--- src/verilog/gpio_pkg.sv ---
package gpio_pkg;
    // pin bitmap: bits 0..15, 17 and 18 are real pins
    localparam int unsigned MAP_W = 32;
    localparam logic [31:0] PIN_MASK = 32'h0006_FFFF;
    localparam int unsigned NUM_DO = 2;

    // register byte offsets
    localparam logic [7:0] OFF_INPUT_MASK = 8'h00;
    localparam logic [7:0] OFF_OUTPUT_MASK = 8'h04;
    localparam logic [7:0] OFF_HIGH_MASK = 8'h08;
    localparam logic [7:0] OFF_LOW_MASK = 8'h0C;
    localparam logic [7:0] OFF_PULL_ON = 8'h10;
    localparam logic [7:0] OFF_PULL_OFF = 8'h14;
    localparam logic [7:0] OFF_APPLY = 8'h18;
    localparam logic [7:0] OFF_PIN_INPUT = 8'h1C;
    localparam logic [7:0] OFF_DIRECTION = 8'h20;
    localparam logic [7:0] OFF_LEVEL = 8'h24;
    localparam logic [7:0] OFF_PULL_STATE = 8'h28;
    localparam logic [7:0] OFF_INT_ENABLE = 8'h2C;
    localparam logic [7:0] OFF_WAKE_ENABLE = 8'h30;
    localparam logic [7:0] OFF_EVENT = 8'h34;
    localparam logic [7:0] OFF_DO_LEVEL = 8'h38;

    // fields of the apply register
    localparam int unsigned APPLY_DIR_BIT = 0;
    localparam int unsigned APPLY_LEVEL_BIT = 1;
    localparam int unsigned APPLY_PULL_BIT = 2;

    // reset values
    localparam logic [31:0] DIR_RESET = 32'h0000_0000;
    localparam logic [31:0] LEVEL_RESET = 32'h0000_0000;
    localparam logic [31:0] PULL_RESET = PIN_MASK;
    localparam logic [31:0] ZERO_WORD = 32'h0000_0000;
    localparam logic [NUM_DO-1:0] DO_RESET = '0;

    // bus responses
    localparam logic [1:0] RESP_OKAY = 2'b00;
    localparam logic [1:0] RESP_SLVERR = 2'b10;

    // pin drive toward the pads
    typedef struct packed {
        logic [31:0] out;
        logic [31:0] oe;
    } pin_drive_t;

    // claim and drive from the shared peripherals
    typedef struct packed {
        logic [31:0] claim;
        logic [31:0] out;
        logic [31:0] oe;
    } periph_drive_t;

    // captured write command
    typedef struct packed {
        logic [7:0] addr;
        logic [31:0] data;
        logic [3:0] strb;
    } wr_cmd_t;
endpackage

--- src/verilog/pin_sync.sv ---
`timescale 1ns/1ps
// two-stage synchroniser for asynchronous pad levels
module pin_sync #(
    parameter int unsigned WIDTH = 32
) (
    // clock, reset, enable
    input wire logic clk_sys,
    input wire logic reset,
    input wire logic clk_en,
    // async in, synced out
    input wire logic [WIDTH-1:0] d,
    output logic [WIDTH-1:0] q
);
    logic [WIDTH-1:0] meta_q;

    // first stage is read only by the second stage
    always_ff @(posedge clk_sys or posedge reset) begin
        if (reset) begin
            meta_q <= '0;
            q <= '0;
        end else if (clk_en) begin
            meta_q <= d;
            q <= meta_q;
        end
    end
endmodule // pin_sync

--- src/verilog/gpio_port.sv ---
// Functional notes
// - pins 0-15, 17, 18 sit on same bitmap bits; 16, 19-31 unused.
// - two extra output-only pins are provided.
// - after reset every bidirectional pin is an input.
// - direction update uses input mask and output mask.
// - pins clear in both masks keep their previous setting.
// - a pin set in both direction masks becomes an input.
// - direction on a claimed pin is stored, applied once released.
// - direction update never touches pull enables.
// - level update uses high mask and low mask.
// - a pin set in both level masks goes low.
// - level on an input pin is held, driven once made output.
// - level on a claimed pin waits until the peripheral releases it.
// - an enabled peripheral owns its pin outright.
// - input pins can raise interrupts and wake the device.
// - pin input read returns every pin level; unused bits zero.
// - all pull resistors enabled after power-up.
//
// The register addresses and register access over AXI4-Lite were chosen for this implementation.
`timescale 1ns/1ps
module gpio_port
    import gpio_pkg::*;
#(
    parameter int unsigned ADDR_W = 8
) (
    // clock, reset, enable
    input wire logic clk_sys,
    input wire logic reset,
    input wire logic clk_en,
    // axi4-lite write address
    input wire logic [ADDR_W-1:0] s_axi_awaddr,
    input wire logic [2:0] s_axi_awprot,
    input wire logic s_axi_awvalid,
    output logic s_axi_awready,
    // axi4-lite write data
    input wire logic [31:0] s_axi_wdata,
    input wire logic [3:0] s_axi_wstrb,
    input wire logic s_axi_wvalid,
    output logic s_axi_wready,
    // axi4-lite write response
    output logic [1:0] s_axi_bresp,
    output logic s_axi_bvalid,
    input wire logic s_axi_bready,
    // axi4-lite read address
    input wire logic [ADDR_W-1:0] s_axi_araddr,
    input wire logic [2:0] s_axi_arprot,
    input wire logic s_axi_arvalid,
    output logic s_axi_arready,
    // axi4-lite read data
    output logic [31:0] s_axi_rdata,
    output logic [1:0] s_axi_rresp,
    output logic s_axi_rvalid,
    input wire logic s_axi_rready,
    // bidirectional pins
    input wire logic [31:0] bidir_pin_in,
    output pin_drive_t bidir_pin,
    output logic [31:0] pull_enable,
    // output-only pins
    output logic [NUM_DO-1:0] do_pin_out,
    // shared peripherals
    input wire periph_drive_t periph,
    // pin events
    output logic pin_irq,
    output logic wake_req
);
    // refuse address widths that cannot reach the map
    if (ADDR_W < 6 || ADDR_W > 32) begin : g_bad_addr_w
        $error("gpio_port: ADDR_W must be 6..32");
    end

    // staging masks and stored pin state
    logic [31:0] input_mask_q;
    logic [31:0] output_mask_q;
    logic [31:0] high_mask_q;
    logic [31:0] low_mask_q;
    logic [31:0] pull_on_q;
    logic [31:0] pull_off_q;
    logic [31:0] dir_q;
    logic [31:0] level_q;
    logic [31:0] pull_q;
    logic [31:0] int_en_q;
    logic [31:0] wake_en_q;
    logic [31:0] event_q;
    logic [NUM_DO-1:0] do_q;
    // bus slave state
    logic aw_full_q;
    logic w_full_q;
    wr_cmd_t wr_q;
    logic bvalid_q;
    logic [1:0] bresp_q;
    logic rvalid_q;
    logic [1:0] rresp_q;
    logic [31:0] rdata_q;
    // pin input path
    logic [31:0] pin_sync;
    logic [31:0] pin_prev_q;
    logic [31:0] change;
    logic wake_q;
    // decoded write
    logic wr_fire;
    logic wr_hit;
    logic [31:0] wr_mask;
    logic [31:0] wr_merged;
    logic apply_dir;
    logic apply_level;
    logic apply_pull;
    logic [31:0] rd_word;
    logic rd_hit;

    // synchronise the pad levels before any logic reads them
    pin_sync #(
        .WIDTH(MAP_W)
    ) u_pin_sync (
        .clk_sys(clk_sys),
        .reset(reset),
        .clk_en(clk_en),
        .d(bidir_pin_in),
        .q(pin_sync)
    );

    // channels refuse new items while a response is pending or held
    assign s_axi_awready = clk_en && !aw_full_q && !bvalid_q;
    assign s_axi_wready = clk_en && !w_full_q && !bvalid_q;
    assign s_axi_arready = clk_en && !rvalid_q;
    assign s_axi_bvalid = bvalid_q;
    assign s_axi_bresp = bresp_q;
    assign s_axi_rvalid = rvalid_q;
    assign s_axi_rresp = rresp_q;
    assign s_axi_rdata = rdata_q;

    // address and data may arrive in either order
    always_ff @(posedge clk_sys or posedge reset) begin
        if (reset) begin
            aw_full_q <= 1'b0;
            w_full_q <= 1'b0;
            wr_q <= '0;
        end else if (clk_en) begin
            if (s_axi_awvalid && s_axi_awready) begin
                aw_full_q <= 1'b1;
                wr_q.addr <= {2'b00, s_axi_awaddr[5:0]};
            end else if (wr_fire) begin
                aw_full_q <= 1'b0;
            end
            if (s_axi_wvalid && s_axi_wready) begin
                w_full_q <= 1'b1;
                wr_q.data <= s_axi_wdata;
                wr_q.strb <= s_axi_wstrb;
            end else if (wr_fire) begin
                w_full_q <= 1'b0;
            end
        end
    end

    // the write acts one cycle after both halves are held
    assign wr_fire = aw_full_q && w_full_q && !bvalid_q;

    // byte strobes become a bit mask for partial writes
    always_comb begin
        wr_mask = {{8{wr_q.strb[3]}}, {8{wr_q.strb[2]}},
                   {8{wr_q.strb[1]}}, {8{wr_q.strb[0]}}};
    end

    // write decode; read-only and unknown offsets answer slverr
    always_comb begin
        wr_hit = 1'b1;
        case (wr_q.addr)
            OFF_INPUT_MASK, OFF_OUTPUT_MASK, OFF_HIGH_MASK, OFF_LOW_MASK,
            OFF_PULL_ON, OFF_PULL_OFF, OFF_APPLY, OFF_INT_ENABLE,
            OFF_WAKE_ENABLE, OFF_EVENT, OFF_DO_LEVEL: wr_hit = 1'b1;
            default: wr_hit = 1'b0;
        endcase
    end

    // apply strobes; the strobe of byte 0 gates the command
    assign apply_dir = wr_fire && wr_q.addr == OFF_APPLY &&
        wr_q.strb[0] && wr_q.data[APPLY_DIR_BIT];
    assign apply_level = wr_fire && wr_q.addr == OFF_APPLY &&
        wr_q.strb[0] && wr_q.data[APPLY_LEVEL_BIT];
    assign apply_pull = wr_fire && wr_q.addr == OFF_APPLY &&
        wr_q.strb[0] && wr_q.data[APPLY_PULL_BIT];

    // write response, held until the master takes it
    always_ff @(posedge clk_sys or posedge reset) begin
        if (reset) begin
            bvalid_q <= 1'b0;
            bresp_q <= RESP_OKAY;
        end else if (clk_en) begin
            if (wr_fire) begin
                bvalid_q <= 1'b1;
                bresp_q <= wr_hit ? RESP_OKAY : RESP_SLVERR;
            end else if (s_axi_bready) begin
                bvalid_q <= 1'b0;
            end
        end
    end

    // merged value for plain storage registers; unused bits stay zero
    assign wr_merged = wr_q.data & wr_mask & PIN_MASK;

    // staging masks: only stored here, acted on by the apply register
    always_ff @(posedge clk_sys or posedge reset) begin
        if (reset) begin
            input_mask_q <= ZERO_WORD;
            output_mask_q <= ZERO_WORD;
            high_mask_q <= ZERO_WORD;
            low_mask_q <= ZERO_WORD;
            pull_on_q <= ZERO_WORD;
            pull_off_q <= ZERO_WORD;
        end else if (clk_en && wr_fire) begin
            case (wr_q.addr)
                OFF_INPUT_MASK:
                    input_mask_q <= (input_mask_q & ~wr_mask) | wr_merged;
                OFF_OUTPUT_MASK:
                    output_mask_q <= (output_mask_q & ~wr_mask) | wr_merged;
                OFF_HIGH_MASK:
                    high_mask_q <= (high_mask_q & ~wr_mask) | wr_merged;
                OFF_LOW_MASK:
                    low_mask_q <= (low_mask_q & ~wr_mask) | wr_merged;
                OFF_PULL_ON:
                    pull_on_q <= (pull_on_q & ~wr_mask) | wr_merged;
                OFF_PULL_OFF:
                    pull_off_q <= (pull_off_q & ~wr_mask) | wr_merged;
                default: begin
                end
            endcase
        end
    end

    // direction: all bits in one edge, input wins, untouched bits hold
    // pull state is not in this process at all
    always_ff @(posedge clk_sys or posedge reset) begin
        if (reset) begin
            dir_q <= DIR_RESET;
        end else if (clk_en && apply_dir) begin
            dir_q <= ((dir_q & ~(input_mask_q | output_mask_q))
                | (output_mask_q & ~input_mask_q))
                & PIN_MASK;
        end
    end

    // output level: stored even for inputs or claimed pins; low wins
    always_ff @(posedge clk_sys or posedge reset) begin
        if (reset) begin
            level_q <= LEVEL_RESET;
        end else if (clk_en && apply_level) begin
            level_q <= ((level_q & ~(high_mask_q | low_mask_q))
                | (high_mask_q & ~low_mask_q))
                & PIN_MASK;
        end
    end

    // pull enables have their own control; off wins over on
    always_ff @(posedge clk_sys or posedge reset) begin
        if (reset) begin
            pull_q <= PULL_RESET;
        end else if (clk_en && apply_pull) begin
            pull_q <= ((pull_q & ~(pull_on_q | pull_off_q))
                | (pull_on_q & ~pull_off_q)) & PIN_MASK;
        end
    end
    assign pull_enable = pull_q;

    // event enables and the output-only pin levels
    always_ff @(posedge clk_sys or posedge reset) begin
        if (reset) begin
            int_en_q <= ZERO_WORD;
            wake_en_q <= ZERO_WORD;
            do_q <= DO_RESET;
        end else if (clk_en && wr_fire) begin
            case (wr_q.addr)
                OFF_INT_ENABLE:
                    int_en_q <= (int_en_q & ~wr_mask) | wr_merged;
                OFF_WAKE_ENABLE:
                    wake_en_q <= (wake_en_q & ~wr_mask) | wr_merged;
                OFF_DO_LEVEL: begin
                    if (wr_q.strb[0]) begin
                        do_q <= wr_q.data[NUM_DO-1:0];
                    end
                end
                default: begin
                end
            endcase
        end
    end
    assign do_pin_out = do_q;

    // pad drive per pin: an enabled peripheral owns the pin, otherwise
    // the stored level is driven only while the pin is an output;
    // unused bitmap positions never drive
    for (genvar i = 0; i < MAP_W; i++) begin : g_pin
        always_comb begin
            if (!PIN_MASK[i]) begin
                bidir_pin.out[i] = 1'b0;
                bidir_pin.oe[i] = 1'b0;
            end else if (periph.claim[i]) begin
                bidir_pin.out[i] = periph.out[i];
                bidir_pin.oe[i] = periph.oe[i];
            end else begin
                bidir_pin.out[i] = level_q[i];
                bidir_pin.oe[i] = dir_q[i];
            end
        end
    end

    // any edge on an input-configured, unclaimed pin is an event
    assign change = (pin_sync ^ pin_prev_q) & ~dir_q & ~periph.claim
        & PIN_MASK;

    always_ff @(posedge clk_sys or posedge reset) begin
        if (reset) begin
            pin_prev_q <= ZERO_WORD;
        end else if (clk_en) begin
            pin_prev_q <= pin_sync;
        end
    end

    // sticky events, write-one-to-clear; a new edge beats the clear
    always_ff @(posedge clk_sys or posedge reset) begin
        if (reset) begin
            event_q <= ZERO_WORD;
        end else if (clk_en) begin
            if (wr_fire && wr_q.addr == OFF_EVENT) begin
                event_q <= (event_q & ~wr_merged) | (change & int_en_q);
            end else begin
                event_q <= event_q | (change & int_en_q);
            end
        end
    end
    assign pin_irq = |event_q;

    // wake request is a one-cycle pulse per qualifying edge
    always_ff @(posedge clk_sys or posedge reset) begin
        if (reset) begin
            wake_q <= 1'b0;
        end else if (clk_en) begin
            wake_q <= |(change & wake_en_q);
        end
    end
    assign wake_req = wake_q;

    // read mux; pin input shows every real pin whoever drives it
    always_comb begin
        rd_hit = 1'b1;
        rd_word = ZERO_WORD;
        case ({2'b00, s_axi_araddr[5:0]})
            OFF_INPUT_MASK: rd_word = input_mask_q;
            OFF_OUTPUT_MASK: rd_word = output_mask_q;
            OFF_HIGH_MASK: rd_word = high_mask_q;
            OFF_LOW_MASK: rd_word = low_mask_q;
            OFF_PULL_ON: rd_word = pull_on_q;
            OFF_PULL_OFF: rd_word = pull_off_q;
            OFF_APPLY: rd_word = ZERO_WORD;
            OFF_PIN_INPUT: rd_word = pin_sync & PIN_MASK;
            OFF_DIRECTION: rd_word = dir_q;
            OFF_LEVEL: rd_word = level_q;
            OFF_PULL_STATE: rd_word = pull_q;
            OFF_INT_ENABLE: rd_word = int_en_q;
            OFF_WAKE_ENABLE: rd_word = wake_en_q;
            OFF_EVENT: rd_word = event_q;
            OFF_DO_LEVEL: rd_word = {{(32-NUM_DO){1'b0}}, do_q};
            default: rd_hit = 1'b0;
        endcase
        if (s_axi_araddr[1:0] != 2'b00) begin
            rd_hit = 1'b0;
            rd_word = ZERO_WORD;
        end
    end

    // read answer registered one cycle after the address is taken
    always_ff @(posedge clk_sys or posedge reset) begin
        if (reset) begin
            rvalid_q <= 1'b0;
            rresp_q <= RESP_OKAY;
            rdata_q <= ZERO_WORD;
        end else if (clk_en) begin
            if (s_axi_arvalid && s_axi_arready) begin
                rvalid_q <= 1'b1;
                rresp_q <= rd_hit ? RESP_OKAY : RESP_SLVERR;
                rdata_q <= rd_word;
            end else if (s_axi_rready) begin
                rvalid_q <= 1'b0;
            end
        end
    end
endmodule // gpio_port

--- config.mk ---
export PLATFORM = sky130hd
export DESIGN_NAME = gpio_port
export DESIGN_NICKNAME = d
export VERILOG_FILES = /design/src/verilog/gpio_pkg.sv /design/src/verilog/pin_sync.sv /design/src/verilog/gpio_port.sv
export SDC_FILE = /design/constraint.sdc
export NUM_CORES = 1
export LEC_CHECK = 0
export BUFFER_PORTS_ARGS = -buffer_cell sky130_fd_sc_hd__buf_2
export CAP_MARGIN = 20
export CORE_UTILIZATION = 45
export CTS_CLUSTER_SIZE = 14
export DETAILED_ROUTE_END_ITERATION = 10
export PLACE_DENSITY = 0.62
export SLEW_MARGIN = 10
export SYNTH_ARGS = -nofsm -noshare
export SYNTH_HDL_FRONTEND = slang
export SYNTH_SLANG_ARGS = --single-unit
--- constraint.sdc ---
create_clock -name clk_sys -period 26.1 [get_ports clk_sys]
set_input_delay 1.305 -clock clk_sys [delete_from_list [all_inputs] [get_ports clk_sys]]
set_output_delay 1.305 -clock clk_sys [all_outputs]
set_load 0.05 [all_outputs]
==> reports/results.tsv, run 1 <==
metric	value	unit
status	finished clean	
hpwl	40200	um
grt_usage	27.7	%
synth_top_area_share	53.8	%
first_pass_iters	7	
synthTopCellsByCount	433 x dfrtp_1, 262 x mux2_2, 129 x a21oi_1, 128 x and2_1, 88 x a22oi_1	
ys_ff_latch	451	
finalSetupViolCount	0	
antenna_found_initial	0	
io_buffers	210	
first_global_vias	14497	
fp.dieW	214	um
grt_max_degree	122	
fin_area	23100	um^2
hold_class	flip-flop to flip-flop	
synth_area_leader_cell	dfrtp_1	
max_freq	0.254	GHz
cp.required	24790	ps
wirelength	61900	um
via_count	14465	
drt_iter0_drc	1436	
tightest_slew	1120	ps
coreArea	44200	um^2
ys.flop_type	dfrtp_1	
cts-root-buf	clkbuf_16	
critPathMaxFanout	3	
wl_per_cell	25.3	um
postRouteAntennaNets	0	
grt_util_met1	38.3	%
cts_buffers	48	
cp.arrival	2640	ps
hold_viol	0	
synth_cell_types	67	
synthArstFlopShare	100	%
slew_violations	0	
period_share	15.1	%
preCtsSetupSlack	21730	ps
synth_edf_count	0	
p_total	0.00189	W
syn_avg_cell_area	12.4	um^2
grt_busiest_layer	met2	
clk_latency	590	ps
drv_cap	0	
clockBufferDepth	3	
die_height	214	um
synth.most_common_cell	dfrtp_1	
synth_area_leaders	dfrtp_1 54%, mux2_2 15%, and2_1 4.0%	
synthCells	1623	
dieArea	45600	um^2
cts-resized-gates	0	
n_antenna_cell	0	
dpl_cell_area	21500	um^2
initial_core_util	45.6	%
grt_pass1_wl	92400	um
ioPinCount	335	
drive_above_1_share	33.5	%
drc	0	
gr-total-overflow	0	
ys_seq_area_share	56.1	%
rsz0062_at_grt	no	
setup_ws	22160	ps
rows	77	
gp_congestion	0.892	
cts_tree	built	
cts.sinks	451	
via_per_inst	5.92	
syn_to_final_growth	14.5	%
gr-usage-met2	43.8	%
cellPowerDensity	81.9	nW/um^2
cts.htree.levels	2	
whs	426	ps
fin_worst_skew	21.4	ps
cp-end-kind	primary output	
slew_headroom	25.7	%
start_kind	flip-flop	
vdd_drop_max	0.0493	mV
yosys_warnings	0	
postCtsHoldBufs	0	
use_met3	4.31	%
clkTransAtPathRegs	60	ps
tns	0	ps
p_leak	11.1	nW
cts_setup_buffers	0	
period_minus_slack	3940	ps
nets	2006	
synth.cell_area	20200	um^2
crit_type	flip-flop to primary output	
==> final cells by class <==
cell class,instances,area [um^2]
inverter,5,26.3
tap,592,741
clock inverter,11,115
timing repair buffer,235,1240
clock buffer,79,1480
sequential,451,11300
fill,3910,21100
multi-input combinational,1071,8180
==> path summary, 6_finish.rpt <==
| kind | start | to | slack (ps) | depth (start not counted) |
|---|---|---|---|---|
| max in group asynchronous | reset | pull_on_q[28]$_DFFE_PP0P_ | 22960 | 4 |
| setup / recovery | event_q[4]$_DFFE_PP0P_ | pin_irq | 22160 | 4 |
| setup reg to reg | s_axi_bvalid$_DFFE_PP0P_ | pull_enable[2]$_DFFE_PP1P_ | 23080 | 6 |
| hold / removal | flip-flop | pull_enable[5]$_DFFE_PP1P_ | 430 | 1 |
| min in group asynchronous | reset | u_pin_sync.q[11]$_DFFE_PP0P_ | 910 | 2 |
| hold reg to reg | flip-flop | pull_enable[5]$_DFFE_PP1P_ | 430 | 1 |
==> stage by stage <==
stage	cells	utilization (%)
2_1_floorplan	1666	-
3_3_place_gp	2352	48.6
3_5_place_dp	2352	48.6
4_1_cts	2442	52.2
5_1_grt	2444	52.2
6_report	2444	52.2
==> placed cells by master, fill, tap and decap left out, drive strengths merged, types with 29 or more instances in the layout <==
cell type / n
nor3: 37
a22oi: 88
dfrtp: 433
mux2: 262
a21oi: 129
a22o: 30
conb: 44
mux2i: 29
and2: 129
clkbuf: 79
nand2: 85
buf: 235
==> report_power, final <==
| group | internal (W) | total, W | switching [W] |
|---|---|---|---|
| clock | 0.000406 | 0.000692 | 0.000285 |
| sequential | 0.000787 | 0.000903 | 0.000115 |
| combinational | 0.000119 | 0.000297 | 0.000178 |
| total | 0.00131 | 0.00189 | 0.000579 |
==> kinds of logic after synthesis <==
kind of cell	share of synthesized area (%)
flops	56.1
simple gates	10.6
compound gates	11.7
mux	16.5
buf+inv	4.20
xor+xnor	0.826
other cells	0.0186
==> layer usage <==
metal / vias up / part of all wire (%)
li1: 6252 / -
met1: 7427 / 43
met2: 642 / 47
met3: 144 / 6.8
met4: 0 / 3.8
met5: - / 0
==> worst max-delay path, cell delays in order, from the launching register on <==
cell     delay (ps)
dfrtp_1         410
nor4_1          600
nand3_1         240
or4_1           540
buf_2           250
Note: power is estimated with default switching activity, not from simulation.
==> run 2, diff against run 1 <==
Settings changed: PLACE_DENSITY 0.62 to 0.65.
Clock period 26.1 ns to 3.42 ns, I/O delays scaled along.
==> run 2 against run 1 <==
  * Final area rose by 3.9%
  * Critical path depth did not move
  * Combinational power rose to 7.9 times the previous value
  * Register-to-register slack got worse by 22000 ps
  * Power rose to 7.7 times the previous value
  * Clock power rose to 7.8 times the previous value
  * Clock skew rose by 3.8 ps
  * Flip-flop and latch count did not move
  * Via count rose by 3.6%
  * Critical endpoint unchanged
  * Largest power group unchanged
==> reports/results.tsv, run 2 (synthesized netlist as in run 1, its figures left out) <==
metric	value	unit	change
status	finished clean		unchanged
coreArea	44200	um^2	unchanged
postRouteAntennaNets	0		unchanged
initial_core_util	45.6	%	unchanged
slew_violations	0		unchanged
fp.dieW	214	um	unchanged
finalSetupViolCount	0		unchanged
p_comb_share	16.0	%	was 15.7%
first_global_vias	14995		was 14497
nets	2089		was 2006
r2r-start	s_axi_bvalid$_DFFE_PP0P_		unchanged
gr-total-overflow	0		unchanged
num-fill-cells	3744		was 3910
fin_worst_skew	25.1	ps	was 21.4 ps
grt_max_degree	111		was 122
layout_common_cells	433 x dfrtp_1, 262 x mux2_2, 209 x buf_2		was 433 x dfrtp_1, 262 x mux2_2, 210 x buf_2
rsz0062_at_grt	no		unchanged
crit_path_start	event_q[4]$_DFFE_PP0P_		unchanged
hold_viol	0		unchanged
n_antenna_cell	0		unchanged
cp.arrival	2620	ps	was 2640 ps
p_total	0.0146	W	was 0.00189 W
drc	0		unchanged
cp-end-kind	primary output		unchanged
max_freq	0.358	GHz	
seq_area	11300	um^2	unchanged
crit_type	flip-flop to primary output		unchanged
clockBufferDepth	3		unchanged
power_frac_seq	47.2	%	was 47.7%
wl_per_cell	25.0	um	was 25.3 um
final_common_cell	dfrtp_1		unchanged
via_per_inst	5.94		was 5.92
grt_pass1_wl	94600	um	was 92400 um
grt_usage	28.3	%	was 27.7%
io_buffers	210		unchanged
critPathMaxFanout	3		unchanged
cts.htree.levels	2		unchanged
rows	77		unchanged
r2r_setup_slack	710	ps	was 23080 ps
antenna_found_initial	0		unchanged
clkTransAtPathRegs	60	ps	about the same
endpoint	pin_irq		unchanged
die_height	214	um	unchanged
hold_class	input port to flip-flop		was flip-flop to flip-flop
cts.sinks	451		unchanged
ioPinCount	335		unchanged
cp.required	3250	ps	was 24790 ps
period_share	81.6	%	
start_kind	flip-flop		unchanged
cts_setup_buffers	0		unchanged
cts_tree	built		unchanged
dieArea	45600	um^2	unchanged
wirelength	63100	um	was 61900 um
switching_share	30.5	%	was 30.6%
cellPowerDensity	611	nW/um^2	was 81.9 nW/um^2
hold_path_startpoint	periph[67]		
slew_headroom	25.8	%	was 25.7%
syn_to_final_growth	19.0	%	was 14.5%
fin_util	54.2	%	was 52.2%
tightest_slew	1110	ps	was 1120 ps
vdd_drop_max	0.393	mV	was 0.0493 mV
drt_iter0_drc	1453		was 1436
drv_cap	0		unchanged
p_switching	0.00447	W	was 0.000579 W
power_frac_clock	36.8	%	was 36.6%
period_minus_slack	2790	ps	
multi_input_area	8180	um^2	about the same
cts-root-buf	clkbuf_16		unchanged
p_leak	11.5	nW	was 11.1 nW
rr_worst_depth	5		was 6
clk_latency	590	ps	about the same
hpwl	42700	um	was 40200 um
cts_buffers	49		was 48
via_count	14980		was 14465
gp_congestion	0.927		was 0.892
power.internal	0.0102	W	was 0.00131 W
drive_above_1_share	33.9	%	was 33.5%
first_pass_iters	7		unchanged
-- run 2: cell count changes in the layout (fill, tap and decap cells not counted), moves of 2 or more --
cell,change
and2_2,-3
clkbuf_1,-5
buf_4,+26
buf_12,+8
clkinvlp_4,+2
clkinv_8,+2
dlygate4sd3_1,+49
and2_1,+2
-- run 2: what timing repair did --
| item | in CTS | in global routing |
|---|---|---|
| endpoints found under the hold margin | 68 | 0 |
| resized for setup | 0 | 0 |
| hold buffers | 49 | 0 |
-- run 2: power groups by stage --
stage                     logic, W  clock network [W]  registers (W)
after floorplan            0.00192                  0        0.00655
final                      0.00235            0.00539        0.00691
after global placement     0.00225                  0        0.00692
after CTS                  0.00235            0.00546        0.00687
after detailed placement   0.00230                  0        0.00696
after global routing       0.00250            0.00565        0.00700
-- run 2: area by class of cell --
class                   instances  area share (%)
clock buffers                  75            6.15
clock inverters                13           0.715
inverters                       5          0.0939
multi-input cells            1071            34.1
flip-flops and latches        451            47.2
well taps                     592            3.09
repair buffers                317            8.67
-- run 2: worst max-delay path, cell delays in order (launching register included) --
cell	delay, ps
dfrtp_1	400
nor4_1	650
nand3_1	210
or4_1	520
buf_2	250
-- run 2: worst min-delay path by stage --
stage,to,cells past startpoint
2_1_floorplan,wr_q[4]$_DFFE_PP0P_,2
3_3_place_gp,asynchronous set/reset pin,2
3_5_place_dp,asynchronous set/reset pin,2
4_1_cts,event_q[10]$_DFFE_PP0P_,3
5_1_grt,event_q[4]$_DFFE_PP0P_,3
6_report,event_q[3]$_DFFE_PP0P_,3
-- run 2: per-stage QoR --
stage / hold slack [ps] / setup TNS, ps / cell area, um^2 / cells / worst slack [ps]
after detailed placement: 323 / 0 / 21800 / 2387 / 693
after global placement: 326 / 0 / 21800 / 2387 / 827
after global routing: 80.1 / 0 / 24000 / 2524 / 661
final: 70.5 / 0 / 24000 / 2524 / 630
after CTS: 49.0 / 0 / 24000 / 2524 / 600
after floorplan: 288 / -1248400 / 20300 / 1666 / -2840
-- run 2: routing by layer --
layer  part of all wire [%]  global-route usage [%]  up-vias
met5                      0                       0        -
met4                    4.6                    14.0        0
met3                    8.7                    5.23      165
met2                     46                    43.7      756
met1                     41                    38.6     7631
li1                       -                       -     6428
